==> config.mk <==
export PLATFORM = sky130hd
export DESIGN_NAME = bfm_top
export DESIGN_NICKNAME = d
export VERILOG_FILES = /design/src/pkg/bfm_pkg.sv /design/src/pkg/bfm_alu_if.sv /design/src/logic/bfm_shift.sv /design/src/logic/bfm_top.sv
export SDC_FILE = /design/constraint.sdc
export NUM_CORES = 1
export LEC_CHECK = 0
export BUFFER_PORTS_ARGS = -buffer_cell sky130_fd_sc_hd__buf_2
export CAP_MARGIN = 25
export CORE_MARGIN = 2
export CORE_UTILIZATION = 40
export DETAILED_ROUTE_END_ITERATION = 10
export HOLD_SLACK_MARGIN = 0.12
export PLACE_DENSITY = 0.66
export REMOVE_ABC_BUFFERS = 1
export SETUP_SLACK_MARGIN = 0.2
export SLEW_MARGIN = 10
export SYNTH_ARGS = -nofsm -noshare
export SYNTH_HDL_FRONTEND = slang
export SYNTH_SLANG_ARGS = --single-unit
==> constraint.sdc <==
create_clock -name clk -period 1.76 [get_ports clk]
set_input_delay 0 -clock clk [delete_from_list [all_inputs] [get_ports clk]]
set_output_delay 0 -clock clk [all_outputs]
set_load 0.02 [all_outputs]
==> src/pkg/bfm_pkg.sv <==
/*
 * Constants and types for the bit and flag manipulation unit.
 * Assumes a single core clock and an instruction decoder that presents
 * one operation at a time with its operands.
 */
package bfm_pkg;

    // Operation codes presented by the instruction decoder
    typedef enum logic [4:0] {
        NOP_OP                 = 5'h00,
        IO_BIT_SET_OP          = 5'h01,
        IO_BIT_CLEAR_OP        = 5'h02,
        SHIFT_LEFT_LOGICAL_OP  = 5'h03,
        SHIFT_RIGHT_LOGICAL_OP = 5'h04,
        ROTATE_LEFT_CARRY_OP   = 5'h05,
        ROTATE_RIGHT_CARRY_OP  = 5'h06,
        SHIFT_RIGHT_SIGNED_OP  = 5'h07,
        NIBBLE_SWAP_OP         = 5'h08,
        FLAG_SET_GENERIC_OP    = 5'h09,
        FLAG_CLEAR_GENERIC_OP  = 5'h0A,
        BIT_TO_TRANSFER_OP     = 5'h0B,
        TRANSFER_TO_BIT_OP     = 5'h0C,
        CARRY_SET_OP           = 5'h0D,
        CARRY_CLEAR_OP         = 5'h0E,
        NEGATIVE_SET_OP        = 5'h0F,
        NEGATIVE_CLEAR_OP      = 5'h10,
        ZERO_SET_OP            = 5'h11,
        ZERO_CLEAR_OP          = 5'h12,
        IRQ_ENABLE_OP          = 5'h13,
        IRQ_DISABLE_OP         = 5'h14,
        SIGN_SET_OP            = 5'h15,
        SIGN_CLEAR_OP          = 5'h16,
        OVERFLOW_SET_OP        = 5'h17,
        OVERFLOW_CLEAR_OP      = 5'h18,
        TRANSFER_SET_OP        = 5'h19,
        TRANSFER_CLEAR_OP      = 5'h1A,
        HALF_CARRY_SET_OP      = 5'h1B,
        HALF_CARRY_CLEAR_OP    = 5'h1C,
        SLEEP_OP               = 5'h1D,
        WATCHDOG_RESTART_OP    = 5'h1E,
        BREAK_OP               = 5'h1F
    } bfm_op_t;

    // Status register bit positions
    localparam int FLAG_C = 0;
    localparam int FLAG_Z = 1;
    localparam int FLAG_N = 2;
    localparam int FLAG_V = 3;
    localparam int FLAG_S = 4;
    localparam int FLAG_H = 5;
    localparam int FLAG_T = 6;
    localparam int FLAG_I = 7;

    // Register byte offsets on the Avalon slave
    localparam logic [3:0] OFS_STATUS  = 4'h0;
    localparam logic [3:0] OFS_CONTROL = 4'h4;
    localparam logic [3:0] OFS_STATE   = 4'h8;

    // Control register fields
    localparam int CTRL_BREAK_EN = 0;

    // Reset values
    localparam logic [7:0] RST_STATUS  = 8'h00;
    localparam logic [0:0] RST_CONTROL = 1'h0;

endpackage : bfm_pkg

==> src/pkg/bfm_alu_if.sv <==
/*
 * Interface between the control unit and the shift and swap datapath.
 * Assumes both ends sit on the same core clock; the path is combinational.
 */
`timescale 1ns/1ps
interface bfm_alu_if;
    import bfm_pkg::*;

    bfm_op_t    op;
    logic [7:0] operand;
    logic       carry_in;
    logic [7:0] result;
    logic       carry_out;
    logic       zero_out;
    logic       neg_out;
    logic       ovf_out;
    logic       flags_we;

    modport ctrl (output op, operand, carry_in,
                  input  result, carry_out, zero_out, neg_out, ovf_out, flags_we);
    modport alu  (input  op, operand, carry_in,
                  output result, carry_out, zero_out, neg_out, ovf_out, flags_we);
endinterface : bfm_alu_if

==> src/logic/bfm_shift.sv <==
/*
 * Combinational shift, rotate and nibble swap datapath.
 * Assumes the caller registers the result and applies the flags.
 */
`timescale 1ns/1ps
module bfm_shift (
    bfm_alu_if.alu alu
);
    import bfm_pkg::*;

    logic [7:0] res;
    logic       cout;
    logic       upd;

    // Result and carry per operation
    always_comb begin
        res  = alu.operand;
        cout = alu.carry_in;
        upd  = 1'b1;
        case (alu.op)
            SHIFT_LEFT_LOGICAL_OP: begin
                res  = {alu.operand[6:0], 1'b0};
                cout = alu.operand[7];
            end
            SHIFT_RIGHT_LOGICAL_OP: begin
                res  = {1'b0, alu.operand[7:1]};
                cout = alu.operand[0];
            end
            ROTATE_LEFT_CARRY_OP: begin
                res  = {alu.operand[6:0], alu.carry_in};
                cout = alu.operand[7];
            end
            ROTATE_RIGHT_CARRY_OP: begin
                res  = {alu.carry_in, alu.operand[7:1]};
                cout = alu.operand[0];
            end
            SHIFT_RIGHT_SIGNED_OP: begin
                res  = {alu.operand[7], alu.operand[7:1]};
                cout = alu.operand[0];
            end
            NIBBLE_SWAP_OP: begin
                res  = {alu.operand[3:0], alu.operand[7:4]};
                upd  = 1'b0;
            end
            default: begin
                upd  = 1'b0;
            end
        endcase
    end

    // Flags derived from the result
    assign alu.result    = res;
    assign alu.carry_out = cout;
    assign alu.zero_out  = (res == 8'h00);
    assign alu.neg_out   = res[7];
    assign alu.ovf_out   = res[7] ^ cout;
    assign alu.flags_we  = upd;

endmodule : bfm_shift

==> src/logic/bfm_top.sv <==
/*
 * Bit and flag manipulation unit: executes bit set and clear on I/O
 * registers, shifts, rotates, nibble swap, transfer bit moves, status
 * flag set and clear, and the no-op, sleep, watchdog restart and break
 * controls. Status register and control are reachable over Avalon-MM.
 * Assumes the decoder holds an operation until op_ready is seen high,
 * and that the I/O space answers a read in the same cycle as io_re.
 */
//
// Notes on behaviour
// - I/O bit set, no flags, two cycles
// - I/O bit clear, no flags, two cycles
// - Rotate left through carry, flags, one cycle
// - Rotate right through carry, flags, one cycle
// - Signed shift right keeps bit 7; swap nibbles
// - Copy register bit into transfer flag
// - Copy transfer flag into register bit
// - Set overflow flag only, one cycle
// - Clear overflow flag only, one cycle
// - Set sign flag only, one cycle
// - Clear sign flag only, one cycle
// - Set half carry flag only
// - Clear half carry flag only
// - Sleep takes one cycle, signals sleep logic
// - Watchdog restart pulses, one cycle, no flags
// - Break only for debug, no flags
`timescale 1ns/1ps
module bfm_top (
    input  wire logic             clk,
    input  wire logic             rst,
    // Decoder side
    input  wire logic             op_valid,
    input  wire bfm_pkg::bfm_op_t op_code,
    input  wire logic [2:0]       op_bit,
    input  wire logic [4:0]       op_io_addr,
    input  wire logic [7:0]       op_reg_data,
    output logic                  op_ready,
    // Register file write back
    output logic                  rd_we,
    output logic [7:0]            rd_data,
    // I/O space
    output logic                  io_re,
    output logic                  io_we,
    output logic [4:0]            io_addr,
    output logic [7:0]            io_wr_data,
    input  wire logic [7:0]       io_rd_data,
    // Status and control to the rest of the core
    output logic [7:0]            status_register,
    output logic                  sleep_req,
    output logic                  wdt_restart,
    output logic                  break_req,
    // Avalon-MM slave
    input  wire logic [3:0]       avs_address,
    input  wire logic             avs_read,
    input  wire logic             avs_write,
    input  wire logic [31:0]      avs_writedata,
    output logic [31:0]           avs_readdata,
    output logic                  avs_waitrequest
);
    import bfm_pkg::*;

    typedef enum logic [1:0] {
        ST_IDLE   = 2'b01,
        ST_IO_MOD = 2'b10
    } bfm_state_t;

    bfm_state_t state;
    logic       op_fire;
    logic       io_set;
    logic [2:0] io_bit;
    logic [7:0] next_status_register;
    logic       flag_hit;
    logic [2:0] flag_idx;
    logic       flag_val;
    logic       break_en;
    logic [15:0] retired;
    logic       bus_req;
    logic       bus_ack;
    logic       bus_wr_status;
    logic       bus_wr_ctrl;

    bfm_alu_if alu_bus ();

    bfm_shift u_shift (
        .alu (alu_bus.alu)
    );

    // Feed the shift datapath
    assign alu_bus.op       = op_code;
    assign alu_bus.operand  = op_reg_data;
    assign alu_bus.carry_in = status_register[FLAG_C];

    // Decoder handshake
    assign op_ready = (state == ST_IDLE);
    assign op_fire  = op_valid & op_ready;

    // Status bit addressed by each flag form; generic forms take op_bit
    always_comb begin
        flag_hit = 1'b1;
        flag_idx = op_bit;
        case (op_code)
            CARRY_SET_OP, CARRY_CLEAR_OP:           flag_idx = 3'(FLAG_C);
            NEGATIVE_SET_OP, NEGATIVE_CLEAR_OP:     flag_idx = 3'(FLAG_N);
            ZERO_SET_OP, ZERO_CLEAR_OP:             flag_idx = 3'(FLAG_Z);
            IRQ_ENABLE_OP, IRQ_DISABLE_OP:          flag_idx = 3'(FLAG_I);
            SIGN_SET_OP, SIGN_CLEAR_OP:             flag_idx = 3'(FLAG_S);
            OVERFLOW_SET_OP, OVERFLOW_CLEAR_OP:     flag_idx = 3'(FLAG_V);
            TRANSFER_SET_OP, TRANSFER_CLEAR_OP:     flag_idx = 3'(FLAG_T);
            HALF_CARRY_SET_OP, HALF_CARRY_CLEAR_OP: flag_idx = 3'(FLAG_H);
            FLAG_SET_GENERIC_OP, FLAG_CLEAR_GENERIC_OP: begin
                flag_idx = op_bit;
            end
            default: begin
                flag_hit = 1'b0;
            end
        endcase
    end

    // Set forms write one, clear forms write zero
    always_comb begin
        case (op_code)
            CARRY_SET_OP, NEGATIVE_SET_OP, ZERO_SET_OP, IRQ_ENABLE_OP,
            SIGN_SET_OP, OVERFLOW_SET_OP, TRANSFER_SET_OP, HALF_CARRY_SET_OP,
            FLAG_SET_GENERIC_OP: begin
                flag_val = 1'b1;
            end
            default: begin
                flag_val = 1'b0;
            end
        endcase
    end

    // Next status register value for single cycle operations
    always_comb begin
        next_status_register = status_register;
        if (op_fire) begin
            if (flag_hit) begin
                next_status_register[flag_idx] = flag_val;
            end else if (alu_bus.flags_we) begin
                next_status_register[FLAG_C] = alu_bus.carry_out;
                next_status_register[FLAG_Z] = alu_bus.zero_out;
                next_status_register[FLAG_N] = alu_bus.neg_out;
                next_status_register[FLAG_V] = alu_bus.ovf_out;
            end else if (op_code == BIT_TO_TRANSFER_OP) begin
                next_status_register[FLAG_T] = op_reg_data[op_bit];
            end
        end
    end

    // Status register; a bus write takes precedence over an instruction
    // Software never sees its own write undone by a flag update
    always_ff @(posedge clk) begin
        if (rst) begin
            status_register <= RST_STATUS;
        end else if (bus_wr_status) begin
            status_register <= avs_writedata[7:0];
        end else begin
            status_register <= next_status_register;
        end
    end

    // Sequencer for the two cycle I/O bit operations
    // Holds op_ready low in the read cycle only; the next operation can be taken while io_we is high
    always_ff @(posedge clk) begin
        if (rst) begin
            state <= ST_IDLE;
        end else begin
            case (state)
                ST_IDLE: begin
                    if (op_fire && (op_code == IO_BIT_SET_OP ||
                                    op_code == IO_BIT_CLEAR_OP)) begin
                        state <= ST_IO_MOD;
                    end
                end
                ST_IO_MOD: begin
                    state <= ST_IDLE;
                end
                default: begin
                    state <= ST_IDLE;
                end
            endcase
        end
    end

    // I/O read in the first cycle, modified write in the second
    // Other bits go back exactly as read
    always_ff @(posedge clk) begin
        if (rst) begin
            io_re      <= 1'b0;
            io_we      <= 1'b0;
            io_addr    <= 5'h00;
            io_wr_data <= 8'h00;
            io_set     <= 1'b0;
            io_bit     <= 3'h0;
        end else begin
            io_re <= 1'b0;
            io_we <= 1'b0;
            if (op_fire && (op_code == IO_BIT_SET_OP || op_code == IO_BIT_CLEAR_OP)) begin
                io_re   <= 1'b1;
                io_addr <= op_io_addr;
                io_set  <= (op_code == IO_BIT_SET_OP);
                io_bit  <= op_bit;
            end
            if (state == ST_IO_MOD) begin
                io_we      <= 1'b1;
                io_wr_data <= io_rd_data;
                io_wr_data[io_bit] <= io_set;
            end
        end
    end

    // Register file write back for shifts, swap and transfer load
    always_ff @(posedge clk) begin
        if (rst) begin
            rd_we   <= 1'b0;
            rd_data <= 8'h00;
        end else begin
            rd_we <= 1'b0;
            if (op_fire && alu_bus.flags_we) begin
                rd_we   <= 1'b1;
                rd_data <= alu_bus.result;
            end else if (op_fire && op_code == NIBBLE_SWAP_OP) begin
                rd_we   <= 1'b1;
                rd_data <= alu_bus.result;
            end else if (op_fire && op_code == TRANSFER_TO_BIT_OP) begin
                rd_we   <= 1'b1;
                rd_data <= op_reg_data;
                rd_data[op_bit] <= status_register[FLAG_T];
            end
        end
    end

    // Core control pulses; no-op drives nothing
    always_ff @(posedge clk) begin
        if (rst) begin
            sleep_req   <= 1'b0;
            wdt_restart <= 1'b0;
            break_req   <= 1'b0;
        end else begin
            sleep_req   <= op_fire && (op_code == SLEEP_OP);
            wdt_restart <= op_fire && (op_code == WATCHDOG_RESTART_OP);
            break_req   <= op_fire && (op_code == BREAK_OP) && break_en;
        end
    end

    // Count of retired operations, no-op included
    // Wraps silently; software reads it as a progress mark
    always_ff @(posedge clk) begin
        if (rst) begin
            retired <= 16'h0000;
        end else if (op_fire) begin
            retired <= retired + 16'h0001;
        end
    end

    // Avalon slave: one wait cycle, then the answer
    // Registered read data is what costs the wait cycle
    assign bus_req         = avs_read | avs_write;
    assign avs_waitrequest = bus_req & ~bus_ack;
    assign bus_wr_status   = avs_write & bus_ack & (avs_address == OFS_STATUS);
    assign bus_wr_ctrl     = avs_write & bus_ack & (avs_address == OFS_CONTROL);

    always_ff @(posedge clk) begin
        if (rst) begin
            bus_ack <= 1'b0;
        end else begin
            bus_ack <= bus_req & ~bus_ack;
        end
    end

    // Read data captured in the wait cycle
    always_ff @(posedge clk) begin
        if (rst) begin
            avs_readdata <= 32'h0000_0000;
        end else if (avs_read && !bus_ack) begin
            case (avs_address)
                OFS_STATUS:  avs_readdata <= {24'h000000, status_register};
                OFS_CONTROL: avs_readdata <= {31'h00000000, break_en};
                OFS_STATE:   avs_readdata <= {15'h0000, retired, (state != ST_IDLE)};
                default:     avs_readdata <= 32'h0000_0000;
            endcase
        end
    end

    // Control register
    always_ff @(posedge clk) begin
        if (rst) begin
            break_en <= RST_CONTROL[0];
        end else if (bus_wr_ctrl) begin
            break_en <= avs_writedata[CTRL_BREAK_EN];
        end
    end

endmodule : bfm_top

# Yosys cells after proc, flatten, opt, wreduce, memory -nomap -nowiden
# Memory sizes are Yosys's and may differ from the RTL's.
# Index checks and enable logic that the tools add are counted.
# totals
regBits	91
romBits	32
inputBits	70
output_inout_bits	69
elab_cells	144
mem_count	1
# op_classes
n_addsub	1
order_cmp	6
eq_ne	37
muxes	34
n_bitwise	9
reduce_logical	37
# mem_list
memory	depth	width	read_ports	rd_ports_with_merged_regs	write_ports	line_no	text
(no name shown)	32	1	1	0	0	bfm_top.sv:121	case (op_code)
# ops
cell	count
== test 5 bit, second input constant	16
one-hot mux 17 bit (3 select lines)	1
one-hot mux 8 bit (6 select lines)	1
== test 5 x 4 -> 1 bit, second input constant	8
two-way mux 8 bit	5
bitwise mux 8 bit	3
one-hot mux 3 bit (8 select lines)	1
== test 5 x 3 -> 1 bit, second input constant	4
OR reduction 2 bit	10
OR reduction 18 bit	1
adder 16 x 1 -> 16 bit, second input constant	1
two-way mux 1 bit	15
logical AND 1 bit	12
< comparator 3 x 4 -> 1 bit, second input constant	3
== test 5 x 2 -> 1 bit, second input constant	2
demux 1 bit (select 3 bit)	3
greater-or-equal comparator 3 x 1 -> 1 bit, second input constant	3
nonzero test 3 bit	3
zero test 8 bit	1
two-way mux 4 bit	2
AND 1 bit	5
== test 5 x 1 -> 1 bit, second input constant	1
OR reduction 5 bit	1
== test 4 x 3 -> 1 bit, second input constant	1
other kinds (18)	21

# Longest topological paths before layout
# logic_depth
ltp_word	11
ltp_mapped	10
ltp_nobuf	7

# Modules after synthesis
# A second synthesis with hierarchy kept.
# hier_totals
hier_cells	556
area_unflattened_um2	4559.4
# modules_own_cells
module	n_inst	cells_each	area_each_um2	seq_area_each_um2
bfm_top	1	505	4161.5	1521.5
bfm_shift	1	51	397.9	0.0

# Worst setup path before layout
# OpenSTA, ideal clock, no wires.
# synth_timing
path_type	register -> register
from	reg state[0]
to	reg status_register[1]
setup_ns	0.134
arrival_time_ns	1.960
required_ns	1.626
path_slack_ns	-0.334
path_stages_with_launch	9
n_path_buf	1
synth_period_minus_slack_ns	2.094
cell_sequence	dfxtp_1 -> nor2b_1 -> and2_1 -> clkbuf_1 -> a21oi_1 -> o31ai_1 -> nand2_1 -> a211oi_1 -> a211oi_2
# synth_via
elab_chain_cells	4
# synth_rtl
element	line_no	text
start: declaration	bfm_top.sv:67	bfm_state_t state;
start signal: assignment	bfm_top.sv:166	state <= ST_IDLE;
start signal: assignment	bfm_top.sv:172	state <= ST_IO_MOD;
start signal: assignment	bfm_top.sv:176	state <= ST_IDLE;
== test 2 x 1 -> 1 bit	bfm_top.sv:94	assign op_ready = (state == ST_IDLE);
net op_ready	bfm_top.sv:37	output logic op_ready,
AND 1 bit	bfm_top.sv:95	assign op_fire = op_valid & op_ready;
nonzero test 2 bit (no line)	--	
AND reduction 2 bit (no line)	--	
end signal: assignment	bfm_top.sv:156	status_register <= avs_writedata[7:0];
end signal: assignment	bfm_top.sv:158	status_register <= next_status_register;
end: declaration	bfm_top.sv:48	output logic [7:0] status_register,
# The timed path passes the listed nets, and every way through them passes these cells.
# A chain may end at the register's enable or synchronous reset.

# Worst setup path after layout
# layout_timing
from	reg state[0]
to	reg status_register[1]
# layout_via
elab_chain_cells	4
# layout_rtl
element	line_no
== test 2 x 1 -> 1 bit	bfm_top.sv:94
AND 1 bit	bfm_top.sv:95
nonzero test 2 bit (no line)	--
AND reduction 2 bit (no line)	--
# Every way passes these cells.

==> run metrics <==
f_max 0.5835 GHz; top cell type's share of synthesized area 0.3377; Tightest Pin Transition approximately 0.75 ns; initial drt markers approximately 310; die width between 100 and 150 um; Gate power share 0.231; initial antenna violation count 0; final worst path period need 1.714 ns; cell taking the most area after synthesis dfxtp_1; cells after synthesis 578; most common cell after layout, fill and taps aside buf_4; gr usage total 0.2408; P per Cell Area around 670 nW/um^2; ANT cells 0; Seq cells post-synth 76; CP startpoint state[0]; Worst Path Required ~2 ns; most frequent cells in the layout buf_4 (104), buf_2 (100), nor2_1 (96); final period utilization 0.9737; largest cells by area after synthesis dfxtp_1 (34%), nor2_1 (8.7%), mux2i_1 (7.8%); RSZ-0062 raised after global routing yes; Worst setup SP type register; Net Sw Power 1.375 mW; Cell variety after synth 64; worst vdd ir 0.4928 mV; slew margin rel. 0.5009; Via Count 5018; DPL Wire Length about 10000 um; worst hold slack between 0.1 and 0.15 ns; Synth async-reset ratio 0; final instance area just under 7000 um^2; Inst Count DP around 900; CP max FO 4; crit path kind register to register; final hold violation count 0; fin nets around 860; vias in the first global route approximately 4700; clk sinks between 70 and 80; Reg clk slew, reported paths roughly 0.070 ns; Pre-antenna DRT Iters 5; Mapped Area around 4500 um^2; DRC viols 0; via/cell ratio around 5.4; sequential share of power 0.387; DIE AREA between 10000 and 15000 um^2; Main synth FF type dfxtp_1; antenna-violating nets left 0; fin cells roughly 940; CTS tree done; Overall Power 4.590 mW; Avg Inst Size Synth 7.795 um^2; H-tree Lvls 3; Seq/Total Area, Yosys 0.3377; drt total wl ~15000 um; # IOs 139; area grow syn2layout 52.71%; routability cong. between 0.9 and 1; Final Skew approximately 0.0092 ns; routed len/inst 15.82 um; Max Slew Vio Count 0; Arr. time, crit path 1.91 ns; Setup TNS Final 0 ns; Leak approximately 3.1 nW; CP endpoint kind register; initial core utilization 0.4120; Placed Instance Area approximately 5700 um^2; Switching Fraction 0.2995; synth warn 0; Max Cap Viol 0; # rows 38; status completed; number of synthesized flops with an enable pin 0; root buf cell clkbuf_16; Layout Utilization 0.6292; Post-Place Setup Slack -0.3535 ns; Int Pwr 3.215 mW; worst r2r src state[0]; grt total ovfl 0; port bufs just under 100; clock share of power 0.382; final setup vio count 0; die span in y ~110 um; pin count of the biggest net entering global routing 71; final worst setup slack 0.04630 ns; CTS buffer count 9; core area 10940 um^2; Hold Crit Start op_valid; Hold WC Path Type input pin to register; clk_lat worst skew roughly 0.34 ns; CTS Buffer Depth 2; first-pass GRT wire length roughly 23000 um; layout cell share with drive strength beyond 1 0.3957
==> registers in the layout, indices dropped and copies added (netlist names) <==
name / cells
state: 2
io_set: 1
io_wr_data: 8
break_en: 1
wdt_restart: 1
bus_ack: 1
avs_readdata: 17
rd_data: 8
break_req: 1
retired: 16
io_addr: 5
rd_we: 1
io_we: 1
status_register: 8
sleep_req: 1
io_bit: 3
io_re: 1
==> repair_timing <==
item                                   4_1_cts  5_1_grt
setup endpoints to repair                   43       41
hold buffers                                28        0
gates resized for setup                     55       61
cloned                                       0        2
endpoints found under the hold margin       27        0
pin swaps                                   26       20
setup buffers                                7        7
==> kinds of logic (layout without fill, tap and decap cells) <==
kind of cell / count (synthesis) / after routing / share of synthesized area
DFF: 76 / 76 / 0.3377
xor gates and xnor gates: 14 / 14 / 0.02722
AOI/OAI and AO/OA: 133 / 133 / 0.2005
muxes: 40 / 40 / 0.09525
and+or+nand+nor: 241 / 241 / 0.2527
buffers and inverters: 71 / 275 / 0.08081
other: 1 / 15 / 0.0008323
adders and majority gates: 2 / 2 / 0.004998
==> power groups by stage <==
stage / logic, mW / registers, mW / clock network, mW
detailed placement: 0.827 / 1.81 / 0
global route: 1.14 / 1.78 / 1.87
global placement: 0.817 / 1.81 / 0
CTS: 0.945 / 1.78 / 1.80
finish: 1.06 / 1.78 / 1.75
floorplan: 0.347 / 1.83 / 0
==> worst max-delay path, stage by stage (launching register included) <==
cell and delay, ns:
dfxtp_2 0.32, nor2b_4 0.13, and2_4 0.15, buf_6 0.13
a21oi_4 0.17, buf_4 0.14, o31a_1 0.21, buf_4 0.14
o21ba_2 0.14, a211oi_2 0.03
==> synthesized netlist by cell type (10+ instances only) <==
| cell | instances |
|---|---|
| a211oi_1 | 20 |
| a21oi_1 | 34 |
| a22oi_1 | 11 |
| buf_2 | 12 |
| buf_4 | 18 |
| clkbuf_1 | 27 |
| dfxtp_1 | 76 |
| mux2i_1 | 35 |
| nand2_1 | 38 |
| nand3_1 | 13 |
| nor2_1 | 105 |
| nor3_1 | 20 |
| o21ai_0 | 18 |
| or3_1 | 10 |
| xor2_1 | 11 |
==> per-layer routing <==
metal / vias up / GRT usage / routed length, um
li1: 2473 / - / -
met1: 2348 / 0.3051 / 6363
met2: 167 / 0.4080 / 7333
met3: 30 / 0.03704 / 763
met4: 0 / 0.09821 / 350
met5: - / 0 / 0
==> final timing paths <==
check / end / slack (ns) / depth (start not counted)
min: sleep_req / 0.14 / 4
min reg2reg: rd_data[4] / 0.46 / 2
max reg2reg: status_register[1] / 0.05 / 9
max: status_register[1] / 0.05 / 9
==> area by class of cell <==
cell class | instances | area [um^2]
fill | 945 | 4055
timing repair buffer | 250 | 1777
inverter | 9 | 33.78
sequential | 76 | 1526
clock inverter | 7 | 57.56
tap | 140 | 175.2
multi-input combinational | 445 | 3085
clock buffer | 9 | 225.2
(Power assumes the default switching activity.)
